File: src/hw/sync_barrier_cfg.svh
`ifndef SYNC_BARRIER_CFG_SVH
`define SYNC_BARRIER_CFG_SVH

// Mode and enable values held after reset
`define SBC_USER_MODE_RST 1'b0
`define SBC_EE_RST 1'b0
// Value of the user mode bit that selects supervisor mode
`define SBC_SUPERVISOR_MODE 1'b0
// Width of the operation kind code
`define SBC_OP_W 4

`endif

File: src/hw/sync_barrier_pkg.sv
package sync_barrier_pkg;

	typedef enum logic [3:0] {
		OP_NONE,
		OP_CTX_SYNC,
		OP_SYSTEM_CALL,
		OP_RET_IRQ,
		OP_RET_CRIT_IRQ,
		OP_RET_MCHK_IRQ,
		OP_MSR_WRITE,
		OP_EE_WRITE_REG,
		OP_EE_WRITE_IMM,
		OP_MEM_SYNC,
		OP_MEM_BARRIER,
		OP_INTERRUPT
	} sync_op_e;

	typedef enum {
		S_IDLE,
		S_DRAIN,
		S_MEM,
		S_PRIO,
		S_COMMIT
	} sync_state_e;

endpackage

File: src/hw/sync_barrier_control.sv
// Behaviour
// - Interrupts except machine check, listed instructions: context
// - Start only after older exceptions reported
// - Older instructions finish in old context
// - System call/interrupt wait for higher priority
// - Context sync flushes and refetches younger
// - Context sync does not wait memory
// - Machine check bypasses sync; instruction side early
// - Execution sync: drain only, no refetch
// - State writes and memory sync: execution sync
// - Enable set with pending timer/external: take
// - Barrier and memory sync behave identically
// - Older accesses performed before younger accesses
// - Barrier architecturally orders accesses only
// - Memory sync holds younger until memory idle
// - Store then context sync: old fetch allowed
// - User mode bit 0 supervisor, 1 user
`include "sync_barrier_cfg.svh"

module sync_barrier_control (
	input wire logic clk_i,
	input wire logic rst_n_i,
	input wire logic op_valid_i,
	input wire sync_barrier_pkg::sync_op_e op_kind_i,
	input wire logic op_user_mode_i,
	input wire logic op_ee_i,
	input wire logic older_drained_i,
	input wire logic mem_idle_i,
	input wire logic higher_irq_pend_i,
	input wire logic ext_pend_i,
	input wire logic mchk_data_i,
	input wire logic mchk_instr_i,
	output logic op_ready_o,
	output logic dispatch_stall_o,
	output logic mem_hold_o,
	output logic ctx_commit_o,
	output logic flush_o,
	output logic refetch_o,
	output logic irq_take_o,
	output logic mchk_take_o,
	output logic user_mode_o,
	output logic ee_o
);

	sync_barrier_pkg::sync_state_e state_reg;
	sync_barrier_pkg::sync_state_e state_next;
	sync_barrier_pkg::sync_op_e op_reg;
	logic is_ctx;
	logic is_exec;
	logic is_mem;
	logic needs_prio;
	logic writes_msr;
	logic new_user_reg;
	logic new_ee_reg;
	logic user_mode_reg;
	logic ee_reg;
	logic commit_reg;
	logic flush_reg;
	logic irq_take_reg;
	logic mchk_take_reg;
	logic accept;
	logic commit_go;
	logic ee_take;

	sync_op_classify classify_u (
		.op_i(op_reg),
		.is_ctx_o(is_ctx),
		.is_exec_o(is_exec),
		.is_mem_o(is_mem),
		.needs_prio_o(needs_prio),
		.writes_msr_o(writes_msr)
	);

	// No new op in the cycle a flush is being announced
	assign op_ready_o = (state_reg == sync_barrier_pkg::S_IDLE) && !flush_reg;
	assign accept = op_valid_i && op_ready_o &&
		(op_kind_i != sync_barrier_pkg::OP_NONE);
	// Instruction-side machine check must be reported before the op commits
	assign commit_go = (state_reg == sync_barrier_pkg::S_COMMIT) &&
		!mchk_instr_i;
	// Enable rising with a pending timer or external event
	assign ee_take = writes_msr && new_ee_reg && !ee_reg &&
		ext_pend_i;

	always_comb begin
		state_next = state_reg;
		case (state_reg)
			sync_barrier_pkg::S_IDLE: begin
				if (accept) begin
					state_next = sync_barrier_pkg::S_DRAIN;
				end
			end
			sync_barrier_pkg::S_DRAIN: begin
				if (older_drained_i) begin
					if (is_mem) begin
						state_next = sync_barrier_pkg::S_MEM;
					end else if (needs_prio) begin
						state_next = sync_barrier_pkg::S_PRIO;
					end else begin
						// Context ops skip the memory wait
						state_next = sync_barrier_pkg::S_COMMIT;
					end
				end
			end
			sync_barrier_pkg::S_MEM: begin
				if (mem_idle_i) begin
					state_next = sync_barrier_pkg::S_COMMIT;
				end
			end
			sync_barrier_pkg::S_PRIO: begin
				if (!higher_irq_pend_i) begin
					state_next = sync_barrier_pkg::S_COMMIT;
				end
			end
			sync_barrier_pkg::S_COMMIT: begin
				if (commit_go) begin
					state_next = sync_barrier_pkg::S_IDLE;
				end
			end
			default: begin
				state_next = sync_barrier_pkg::S_IDLE;
			end
		endcase
	end

	always_ff @(posedge clk_i or negedge rst_n_i) begin
		if (!rst_n_i) begin
			state_reg <= sync_barrier_pkg::S_IDLE;
		end else begin
			state_reg <= state_next;
		end
	end

	always_ff @(posedge clk_i or negedge rst_n_i) begin
		if (!rst_n_i) begin
			op_reg <= sync_barrier_pkg::OP_NONE;
			new_user_reg <= `SBC_USER_MODE_RST;
			new_ee_reg <= `SBC_EE_RST;
		end else if (accept) begin
			op_reg <= op_kind_i;
			new_user_reg <= op_user_mode_i;
			new_ee_reg <= op_ee_i;
		end
	end

	// Context changes land only after older work has drained
	always_ff @(posedge clk_i or negedge rst_n_i) begin
		if (!rst_n_i) begin
			user_mode_reg <= `SBC_USER_MODE_RST;
			ee_reg <= `SBC_EE_RST;
		end else if (commit_go && writes_msr) begin
			user_mode_reg <= new_user_reg;
			ee_reg <= new_ee_reg;
		end
	end

	always_ff @(posedge clk_i or negedge rst_n_i) begin
		if (!rst_n_i) begin
			commit_reg <= 1'b0;
			flush_reg <= 1'b0;
			irq_take_reg <= 1'b0;
		end else begin
			commit_reg <= commit_go && is_exec;
			// Execution-only ops keep the younger stream unless ee_take flushes it
			flush_reg <= commit_go && (is_ctx || ee_take);
			irq_take_reg <= commit_go && ee_take;
		end
	end

	// Machine check is taken the next cycle and never waits for a drain
	always_ff @(posedge clk_i or negedge rst_n_i) begin
		if (!rst_n_i) begin
			mchk_take_reg <= 1'b0;
		end else begin
			mchk_take_reg <= mchk_data_i || mchk_instr_i;
		end
	end

	assign dispatch_stall_o =
		(state_reg != sync_barrier_pkg::S_IDLE);
	assign mem_hold_o = (state_reg == sync_barrier_pkg::S_MEM);
	assign ctx_commit_o = commit_reg;
	assign flush_o = flush_reg;
	assign refetch_o = flush_reg;
	assign irq_take_o = irq_take_reg;
	assign mchk_take_o = mchk_take_reg;
	assign user_mode_o = user_mode_reg;
	assign ee_o = ee_reg;
endmodule // sync_barrier_control

File: src/hw/sync_op_classify.sv
module sync_op_classify (
	input wire sync_barrier_pkg::sync_op_e op_i,
	output logic is_ctx_o,
	output logic is_exec_o,
	output logic is_mem_o,
	output logic needs_prio_o,
	output logic writes_msr_o
);

	always_comb begin
		is_ctx_o = 1'b0;
		is_mem_o = 1'b0;
		needs_prio_o = 1'b0;
		writes_msr_o = 1'b0;
		case (op_i)
			sync_barrier_pkg::OP_CTX_SYNC: begin
				is_ctx_o = 1'b1;
			end
			sync_barrier_pkg::OP_SYSTEM_CALL,
			sync_barrier_pkg::OP_INTERRUPT: begin
				is_ctx_o = 1'b1;
				needs_prio_o = 1'b1;
				writes_msr_o = 1'b1;
			end
			sync_barrier_pkg::OP_RET_IRQ,
			sync_barrier_pkg::OP_RET_CRIT_IRQ,
			sync_barrier_pkg::OP_RET_MCHK_IRQ: begin
				is_ctx_o = 1'b1;
				writes_msr_o = 1'b1;
			end
			sync_barrier_pkg::OP_MSR_WRITE,
			sync_barrier_pkg::OP_EE_WRITE_REG,
			sync_barrier_pkg::OP_EE_WRITE_IMM: begin
				writes_msr_o = 1'b1;
			end
			// Barrier built as strong as memory sync: simpler, never wrong
			sync_barrier_pkg::OP_MEM_SYNC,
			sync_barrier_pkg::OP_MEM_BARRIER: begin
				is_mem_o = 1'b1;
			end
			default: begin
				is_ctx_o = 1'b0;
			end
		endcase
		// Every synchronizing kind drains older work
		is_exec_o = (op_i != sync_barrier_pkg::OP_NONE);
	end

endmodule // sync_op_classify

File: config.mk
export PLATFORM = sky130hd
export DESIGN_NAME = sync_barrier_control
export DESIGN_NICKNAME = d
export VERILOG_FILES = /design/src/hw/sync_barrier_pkg.sv /design/src/hw/sync_barrier_control.sv /design/src/hw/sync_op_classify.sv
export VERILOG_INCLUDE_DIRS = /design/src /design/src/hw
export SDC_FILE = /design/constraint.sdc
export NUM_CORES = 1
export LEC_CHECK = 0
export ABC_AREA = 1
export BUFFER_PORTS_ARGS = -buffer_cell sky130_fd_sc_hd__buf_4
export CAP_MARGIN = 0
export CORE_UTILIZATION = 53
export DETAILED_ROUTE_END_ITERATION = 7
export GPL_ROUTABILITY_DRIVEN = 0
export PLACE_DENSITY = 0.78
export SYNTH_ARGS = -nofsm -noshare
export SYNTH_HDL_FRONTEND = slang
export SYNTH_HIERARCHICAL = 1
export SYNTH_SLANG_ARGS = --single-unit
File: constraint.sdc
create_clock -name clk_i -period 4 [get_ports clk_i]
set_clock_uncertainty 0.1 [all_clocks]
set_input_delay 0.2 -clock clk_i [delete_from_list [all_inputs] [get_ports clk_i]]
set_output_delay 0.2 -clock clk_i [all_outputs]
set_load 0.005 [all_outputs]
### Word-level counts from Yosys, hierarchy flattened

Cells that the tools add are included.

* eq/ne operators: 22
* mux-type cells: 12
* reductions and logical operators: 26

Operators with widths (count)
* two-way mux 32 bit: 5
* case mux 32 bit (5 select lines): 1
* equality test 32 x 2 -> 1 bit (second input constant): 2
* equality test 32 x 3 -> 1 bit (second input constant): 2
* logical NOT 32 bit: 2
* equality test 32 x 1 -> 1 bit (second input constant): 1
* equality test 32 x 4 -> 1 bit (second input constant): 1
* nonzero test 32 bit: 1
* equality test 4 x 3 -> 1 bit (second input constant): 4
* equality test 4 bit (second input constant): 4
* logical AND 1 bit: 11
* inequality test 2 bit (second input constant): 5
* equality test 4 x 2 -> 1 bit (second input constant): 2
* nonzero test 4 bit: 2
* OR reduction 8 bit: 1
* two-way mux 3 bit: 2
* OR reduction 6 bit: 1
* AND reduction 5 bit: 1
* equality test 4 x 1 -> 1 bit (second input constant): 1
* two-way mux 1 bit: 4
* OR reduction 2 bit: 2
* logical NOT 1 bit: 3
* logical OR 1 bit: 2

* flip-flop bits (word level): 44
* word-level logic and storage cells: 70
* input port bits: 15

### Longest topological paths before layout

Gate-level depths: netlist of the first run.

* word-level depth: 8
* gate-level depth with buffers: 10
* depth with buffers taken out: 10

### By module

Netlist of the first run, hierarchy kept.

By module, submodules not included
* sync_barrier_control: instances 1, cells an instance 93, seq. area each 375.4 um2, area an instance 750.7 um2
* sync_op_classify: instances 1, cells an instance 28, seq. area each 0.0 um2, area an instance 118.9 um2

### Worst setup path after synthesis of the first run

OpenSTA, ideal clock, no wires.

* path kind: register -> register
* start point: reg state_reg[2]
* end point: reg new_ee_reg
* arrival time: 1170 ps
* path slack: 2607 ps
* path buffers: 1
* library setup time: 123 ps
* period minus slack after synthesis: 1393 ps
* stages on the path, launching flop included: 7
* cells stage by stage: dfrtp_1 > nor2_4 > nand2_2 > or2_1 > buf_6 > o21ai_0 > nand2_1

* cells in the longest elaborated chain, start to end: 4

Ends and longest elaborated chain
* from (decl): line sync_barrier_control.sv:45 `sync_barrier_pkg::sync_state_e state_reg;`
* from (signal assigned): line sync_barrier_control.sv:128 `state_reg <= sync_barrier_pkg::S_IDLE;`
* from (signal assigned): line sync_barrier_control.sv:130 `state_reg <= state_next;`
* logical NOT 32 bit: line sync_barrier_control.sv:75 `assign op_ready_o = (state_reg == sync_barrier_pkg::S_IDLE) && !flush_reg;`
* logical AND 1 bit: line sync_barrier_control.sv:75
* logical AND 1 bit (2 in a row): line sync_barrier_control.sv:76 `assign accept = op_valid_i && op_ready_o &&`
* to (signal assigned): line sync_barrier_control.sv:138 `` new_ee_reg <= `SBC_EE_RST; ``
* to (signal assigned): line sync_barrier_control.sv:142 `new_ee_reg <= op_ee_i;`
* to (decl): line sync_barrier_control.sv:54 `logic new_ee_reg;`

Every way passes these cells.
A chain may end at the register's enable or synchronous reset.

### Worst setup path after layout of the first run

* start point: reg state_reg[2]
* end point: out op_ready_o

* cells in the longest elaborated chain, start to end: 2

Ends and longest elaborated chain
* logical NOT 32 bit: line sync_barrier_control.sv:75
* logical AND 1 bit: line sync_barrier_control.sv:75
* to (decl): line sync_barrier_control.sv:33 `output logic op_ready_o,`

Every way passes these cells.

==> results.cfg, run 1 <==
[cts]
numClockSinks = 15
post_cts.repair.setup_buffers = 0
clockBufferDepth = 2
clk_pin_slew_worst_paths_ns = 0.09
cts_tree = yes
htreeDepth = 1
clk_latency_ns = 0.28
root_buffer = clkbuf_4
cts_buffers = 3
post_cts_resized = 0

[cells_and_area]
largest_reg_flops = 4
area_growth_syn_to_layout_pct = 26.2
nNetsFinal = 165
finalNonFillerCells = 165
fillers = 132
multiInputGateArea_um2 = 408
ff_latch_area_um2 = 375
mostFrequentLayoutCells = nand2_1 (38), buf_4 (24), inv_1 (17)
fin_util_pct = 72.0
antenna_cells = 0
design_area_mm2 = 0.00110
drive_gt1_share_pct = 23.5
layout_commonest_cell = nand2_1

[sta]
period_share_pct = 46.0
setup_viol = 0
finalMaxSlewViolations = 0
finalHoldViolCount = 0
hold-worst-slack_ns = 0.0137
tns_ns = 0
worst_slew_pin_slew_ns = 0.349
rsz0062_at_grt = no
slew_headroom_pct = 76.7
min_period_ns = 1.84
fmax_mhz = 544

[floorplanning]
core_area_mm2 = 0.00152
die_h_um = 42.5
start_util_pct = 57.1
die-area_mm2 = 0.00181
io_pins = 25
die_x_um = 42.5
num_rows = 14

[synth]
synth.area.top_cells = dfrtp_1 (43%), nand2_1 (16%), inv_1 (7.3%)
synth_top_area_share_pct = 43.2
yosysWarningCount = 6
ys_types = 21
synth_cells = 121
syn_area_per_cell_um2 = 7.19
syn_area_um2 = 870
ys_ff_latch = 15
syn_nets = 136
synth_top_cell_by_area = dfrtp_1
seq_area_frac_synth_pct = 43.2

[route]
dr.pass1.iters = 5
ant_nets = 0
post_drt_wl_per_cell_um = 10.3
viasPerCell = 4.96
met2_wirelength_um = 793
first_iter_violations = 12
met3_length_um = 77
vias = 819
wl_met1_um = 791
drc = 0
wl_um = 1700
dr.max_layer_used = met4

[outcome]
status = finished, final reports clean

[global_routing]
grt_pass1_vias = 719
track_usage_pct = 21.0
grt_first_pass_wirelength_um = 2820
antenna_found_initial = 0
grt_max_degree = 16
overflow = 0

[worst_setup_path]
reg2reg_depth = 5
worstSetupStartpointType = flip-flop
critPathRequiredTime_ns = 3.70
cp_max_fo = 8
arrival_ns = 1.54
criticalPathCategory = flip-flop to primary output
endpoint_kind = primary output

[pwr]
power_density_mw_per_mm2 = 684
irDropWorstVdd_v = 0.000391
power.leakage_nw = 0.627

[job]
max-cap-violations = 0

[worst_hold_path]
min_path_cells = 3
hp-class = input pin to flip-flop

[placement]
dp.cells = 159
port_buffers = 24
dp_hpwl_um = 1320
post_dp_cell_area_mm2 = 0.00105
-- repair_timing --
| action | in CTS | in global routing |
|---|---|---|
| hold buffers | 2 | 0 |
| hold endpoints to repair | 16 | 0 |
| setup endpoints to repair | 0 | 0 |
-- final cells by class --
cell class                 instances  area share [%]
inverter                          18            6.16
timing repair buffer              26            18.2
tap                               16            1.82
clock buffer                       4            2.39
multi-input combinational         86            37.2
sequential                        15            34.2
-- cell usage after synthesis (all sizes together) --
library cell,count
nand2,40
inv,18
nor2,18
dfrtp,15
o21ai,9
nand3,8
a21oi,2
buf,2
nand3b,2
nand4,2
or2,2
and2,1
nor3b,1
o21bai,1
-- metrics by stage --
step / power (W) / worst slack, ns
2_1_floorplan: 0.000557 / 2.61
3_3_place_gp: 0.000645 / 2.52
3_5_place_dp: 0.000661 / 2.49
4_1_cts: 0.000751 / 2.16
5_1_grt: 0.000822 / 2.08
6_report: 0.000750 / 2.16
-- worst paths after layout --
path	from	endpoint	slack (ns)
setup reg to reg	state_reg[2]	op_reg[0]	2.46
setup / recovery	state_reg[2]	op_ready_o	2.16
hold / removal	op_user_mode_i	new_user_reg	0.01
hold reg to reg	user_mode_o	user_mode_o	0.41
max in group asynchronous	rst_n_i	op_reg[0]	3.43
min in group asynchronous	rst_n_i	user_mode_o	0.19
-- layer usage --
metal,track usage (%),vias to the layer above
li1,-,432
met1,25.6,354
met2,34.8,28
met3,3.88,5
met4,11.3,0
met5,0,-
-- worst max-delay path: stages (launching register included) --
cell,delay (ns)
dfrtp_1,0.45
nor2_4,0.18
nand2_2,0.08
or2_1,0.34
inv_1,0.10
buf_4,0.10
-- logic make-up (layout without fill, tap and decap cells) --
logic type / Yosys count / count (layout) / synth area share, %
simple gates: 74 / 74 / 39.7
buf+inv: 20 / 48 / 9.93
flops: 15 / 15 / 43.2
compound gates: 12 / 12 / 7.19
-- power breakdown --
group,total (W),switching [W],leakage (nW),internal [W]
Sequential,0.000274,0.0000659,0.190,0.000208
Combinational,0.000389,0.000228,0.421,0.000161
Clock,0.0000871,0.0000484,0.0150,0.0000387
(Power assumes the default switching activity.)
==> inputs of run 2 (changes only) <==
--- a/config.mk
+++ b/config.mk
@@ -9,10 +9,10 @@
 export ABC_AREA = 1
 export BUFFER_PORTS_ARGS = -buffer_cell sky130_fd_sc_hd__buf_4
 export CAP_MARGIN = 0
-export CORE_UTILIZATION = 53
+export CORE_UTILIZATION = 50
 export DETAILED_ROUTE_END_ITERATION = 7
 export GPL_ROUTABILITY_DRIVEN = 0
-export PLACE_DENSITY = 0.78
+export PLACE_DENSITY = 0.74
 export SYNTH_ARGS = -nofsm -noshare
 export SYNTH_HDL_FRONTEND = slang
 export SYNTH_HIERARCHICAL = 1
==> constraint.sdc (replaced) <==
create_clock -name clk_i -period 1.9 [get_ports clk_i]
set_clock_uncertainty 0.1 [all_clocks]
set_input_delay 0.095 -clock clk_i [delete_from_list [all_inputs] [get_ports clk_i]]
set_output_delay 0.095 -clock clk_i [all_outputs]
set_load 0.005 [all_outputs]
==> run 2 against run 1 <==
The run now ends with design-rule violations left; hold slack got worse by 0.012 ns; sequential power increased by 110%; sequential share of layout area decreased by 2.1 points; wire length increased by 9.7%; register-to-register slack got worse by 2.1 ns; via count increased by 5.4%; clock power increased by 120%; die area increased by 5.7%; critical path depth unchanged; non-clock buffer count increased by 7; final cell count increased by 4.2%; critical path type unchanged; largest power group unchanged.
==> results.cfg, run 2 (synthesized netlist as in run 1, its figures left out) <==
[pwr]
finalPower_w = 0.00159
p_int_w = 0.000868
seqPwrFrac_pct = 35.9
clockPowerShare_pct = 11.8
power.leakage_nw = 0.655
power_density_mw_per_mm2 = 1360
comb_power_share_pct = 52.3
irDropWorstVdd_v = 0.000881
p_switching_w = 0.000725
switching_share_pct = 45.5

[floorplanning]
die_h_um = 43.7
die_x_um = 43.7
core_area_mm2 = 0.00156
die-area_mm2 = 0.00191
num_rows = 14
io_pins = 25
start_util_pct = 55.8

[outcome]
status = finished, violations left
violations = design-rule violations

[worst_setup_path]
crit_buf_inv = 2
worstSetupStartpointType = flip-flop
rr_startpoint = state_reg[2]
critPathRequiredTime_ns = 1.70
startpoint = state_reg[2]
cp_top_family = simple AND/OR/NAND/NOR gates
endpoint_kind = primary output
worstPathCellList = nor2_4, nand2_2, or2_1, inv_1, buf_4
cp_slowest_cell = dfrtp_1
criticalPathCategory = flip-flop to primary output
cp_max_fo = 8
slowest_delay_ns = 0.46
arrival_ns = 1.54

[route]
post_drt_wl_per_cell_um = 10.8
wl_um = 1860
viasPerCell = 5.02
drc = 2
first_iter_violations = 24
dr.pass1.iters = 6
ant_nets = 0
vias = 863

[cts]
numClockSinks = 15
post_cts.repair.setup_buffers = 0
root_buffer = clkbuf_4
cts_tree = yes
clk_pin_slew_worst_paths_ns = 0.10
clk_latency_ns = 0.28
clockBufferDepth = 2
cts_buffers = 3
htreeDepth = 1

[global_routing]
grt_first_pass_wirelength_um = 3020
track_usage_pct = 21.6
grt_max_degree = 16
overflow = 0
antenna_found_initial = 0
grt_pass1_vias = 768

[worst_hold_path]
hp-start = mchk_instr_i
hp-class = input pin to flip-flop

[sta]
period_share_pct = 91.2
tns_ns = 0
fmax_mhz = 577
finalMaxSlewViolations = 0
setup_viol = 0
min_period_ns = 1.73
finalHoldViolCount = 0
slew_headroom_pct = 77.0
worst_slew_pin_slew_ns = 0.345
rsz0062_at_grt = no

[cells_and_area]
fillers = 128
drive_gt1_share_pct = 22.4
antenna_cells = 0
layout_commonest_cell = nand2_1
multiInputGateArea_um2 = 408
mostFrequentLayoutCells = nand2_1 (38), buf_4 (24), inv_1 (17)
nNetsFinal = 172
largest_reg_flops = 4
area_growth_syn_to_layout_pct = 34.2
ff_latch_area_um2 = 375
fin_util_pct = 74.9

[placement]
port_buffers = 24
dp_hpwl_um = 1330

[job]
max-cap-violations = 0
## run 2: changes by cell type in the layout (fill, tap and decap cells not counted), sizes merged
cell | before | now
dlygate4sd3 | 2 | 9
## run 2: power groups by stage
| stage | combinational [W] | clock (W) | sequential [W] |
|---|---|---|---|
| global route | 0.000949 | 0.000199 | 0.000589 |
| detailed placement | 0.000813 | 0 | 0.000577 |
| finish | 0.000833 | 0.000188 | 0.000573 |
| floorplan | 0.000626 | 0 | 0.000547 |
| CTS | 0.000832 | 0.000189 | 0.000570 |
| global placement | 0.000793 | 0 | 0.000569 |
## run 2: cell type report
class | count | area share (%)
Inverter | 18 | 5.79
Tap cell | 16 | 1.71
Sequential cell | 15 | 32.2
Multi-Input combinational cell | 86 | 34.9
Clock buffer | 4 | 2.25
Timing Repair Buffer | 33 | 23.2
## run 2: per-layer routing
metal,vias up,wire length (µm),GRT usage [%]
met2,34,916,37.3
met1,386,805,26.9
met5,-,0,0
li1,441,-,-
met4,0,10,7.50
met3,2,129,3.75
## run 2: worst paths after layout
| path | endpoint | slack, ns | cells after the start |
|---|---|---|---|
| setup / recovery | op_ready_o | 0.17 | 5 |
| setup reg to reg | new_user_reg | 0.35 | 5 |
| min in group asynchronous | user_mode_o | 0.09 | 2 |
| max in group asynchronous | op_reg[1] | 1.43 | 2 |
| hold / removal | state_reg[2] | 0.002 | 3 |
| hold reg to reg | user_mode_o | 0.41 | 2 |
## run 2: per-stage QoR
stage	hold WS, ns	std cells	area (µm²)	setup slack (ns)
final	0.00160	172	1170	0.168
after global routing	0.0292	172	1170	0.0915
after CTS	0.00106	172	1170	0.174
after detailed placement	-0.140	159	1050	0.397
after global placement	-0.142	159	1050	0.423
after floorplan	-0.301	121	870	0.507
## run 2: worst min-delay path: stages
cell	delay (ns)
buf_4	0.09
nand3_1	0.10
nand2_1	0.08
## run 2: repair_timing
item	CTS	global route
hold buffers	9	0
endpoints found under the hold margin	22	0
resized for setup	0	0
==> inputs of run 3 (changes only) <==
--- a/config.mk
+++ b/config.mk
@@ -12,7 +12,7 @@
 export CORE_UTILIZATION = 50
 export DETAILED_ROUTE_END_ITERATION = 7
 export GPL_ROUTABILITY_DRIVEN = 0
-export PLACE_DENSITY = 0.74
+export PLACE_DENSITY_LB_ADDON = 0.1
 export SYNTH_ARGS = -nofsm -noshare
 export SYNTH_HDL_FRONTEND = slang
 export SYNTH_HIERARCHICAL = 1
==> run 3 against run 2 <==
The run still ends with design-rule violations left; first-iteration DRC count grew 29%; non-clock buffer count unchanged; via count down 3.0%; wire length shrank 2.6%; flip-flop and latch count did not move; maximum frequency up 0.96%; critical endpoint unchanged.
==> results.cfg, run 3 (synthesized netlist as in run 1, its figures left out) <==
[route]
ant_nets = 0
first_iter_violations = 31
wl_um = 1810
drc = 4
vias = 837
viasPerCell = 4.87
post_drt_wl_per_cell_um = 10.5
dr.pass1.iters = 6

[global_routing]
antenna_found_initial = 0
track_usage_pct = 22.7
grt_first_pass_wirelength_um = 3110
grt_max_degree = 16
grt_pass1_vias = 759
overflow = 0

[worst_setup_path]
reg2reg_depth = 5
arrival_ns = 1.52
cp_top_family = simple AND/OR/NAND/NOR gates
reg2reg_to = op_reg[2]
rr_startpoint = state_reg[2]
cp_max_fo = 8
critPathRequiredTime_ns = 1.70
worstSetupStartpointType = flip-flop
crit_buf_inv = 2
worstPathCellList = nor2_4, nand2_2, or2_1, inv_1, buf_4
criticalPathCategory = flip-flop to primary output
cp_slowest_cell = dfrtp_1
r2r_slack_ns = 0.39
slowest_delay_ns = 0.45
endpoint_kind = primary output

[cts]
clockBufferDepth = 2
numClockSinks = 15
root_buffer = clkbuf_4
clk_pin_slew_worst_paths_ns = 0.09
cts_tree = yes
clk_latency_ns = 0.27
cts_buffers = 3
htreeDepth = 1

[pwr]
p_int_w = 0.000868
power.leakage_nw = 0.655
switching_share_pct = 44.8
clockPowerShare_pct = 11.2
p_switching_w = 0.000706
comb_power_share_pct = 52.6
seqPwrFrac_pct = 36.1
power_density_mw_per_mm2 = 1350
irDropWorstVdd_v = 0.000864

[sta]
worst_slew_pin_slew_ns = 0.333
tns_ns = 0
finalMaxSlewViolations = 0
period_share_pct = 90.3
setup_viol = 0
slew_headroom_pct = 77.8
setup_ws_ns = 0.184
min_period_ns = 1.72
rsz0062_at_grt = no
finalHoldViolCount = 0
fmax_mhz = 583
hold-worst-slack_ns = 0.00772

[cells_and_area]
largest_reg_flops = 4
fin_util_pct = 74.9
mostFrequentLayoutCells = nand2_1 (38), buf_4 (24), inv_1 (17)
drive_gt1_share_pct = 22.4
layout_commonest_cell = nand2_1
nNetsFinal = 172
area_growth_syn_to_layout_pct = 34.2
antenna_cells = 0

[floorplanning]
die_h_um = 43.7
core_area_mm2 = 0.00156
die_x_um = 43.7
io_pins = 25
die-area_mm2 = 0.00191
num_rows = 14
start_util_pct = 55.8

[outcome]
violations = design-rule violations
status = finished, violations left

[worst_hold_path]
min_path_cells = 3
hp-class = input pin to flip-flop
holdPathEnd = irq_take_o
hp-start = ext_pend_i

[placement]
dp_hpwl_um = 1330
dp_worst_setup_slack_ns = 0.401
port_buffers = 24

[job]
max-cap-violations = 0
## run 3: metal layers
metal / share of wire [%] / GRT usage, % / wire (µm)
met4: 1.1 / 9.38 / 20
met3: 5.5 / 4.58 / 99
met5: 0 / 0 / 0
met2: 51 / 38.8 / 933
met1: 42 / 27.6 / 761
## run 3: what timing repair did
item / in CTS / in global routing
endpoints found under the hold margin: 22 / 0
buffers inserted: 0 / 0
resized for setup: 0 / 0
hold buffers: 9 / 0
## run 3: worst reg2reg max path, stage by stage (launching register included)
cell and delay (ns):
dfrtp_1 0.45, nor2_4 0.17, nand2_2 0.08, or2_1 0.34, o21ai_0 0.20, nand2_1 0.07
## run 3: cell type report
cell class	instances	area [µm²]
sequential	15	375
timing repair buffer	33	270
multi-input combinational	86	408
clock buffer	4	26.3
tap	16	20.0
inverter	18	67.6
fill	132	392
## run 3: through the flow
stage               power (W)  area [µm²]  std cells
floorplan             0.00117         870        121
global placement      0.00136        1050        159
detailed placement    0.00139        1050        159
CTS                   0.00158        1170        172
global route          0.00174        1170        172
finish                0.00157        1170        172
## run 3: worst max path at each step
stage	from	to	slack [ns]	cells after the start
6_report	state_reg[2]	op_ready_o	0.18	5
3_3_place_gp	state_reg[2]	new_user_reg	0.44	5
2_1_floorplan	state_reg[2]	new_ee_reg	0.51	6
5_1_grt	state_reg[2]	op_ready_o	0.08	5
3_5_place_dp	state_reg[2]	op_reg[2]	0.40	5
4_1_cts	state_reg[2]	op_ready_o	0.17	5
## run 3: power by group through the flow
| stage | Clock, W | Sequential (W) | Combinational (W) |
|---|---|---|---|
| after floorplan | 0 | 0.000547 | 0.000626 |
| after global placement | 0 | 0.000568 | 0.000787 |
| after detailed placement | 0 | 0.000574 | 0.000811 |
| after CTS | 0.000181 | 0.000568 | 0.000829 |
| after global routing | 0.000199 | 0.000590 | 0.000949 |
| final | 0.000177 | 0.000568 | 0.000828 |
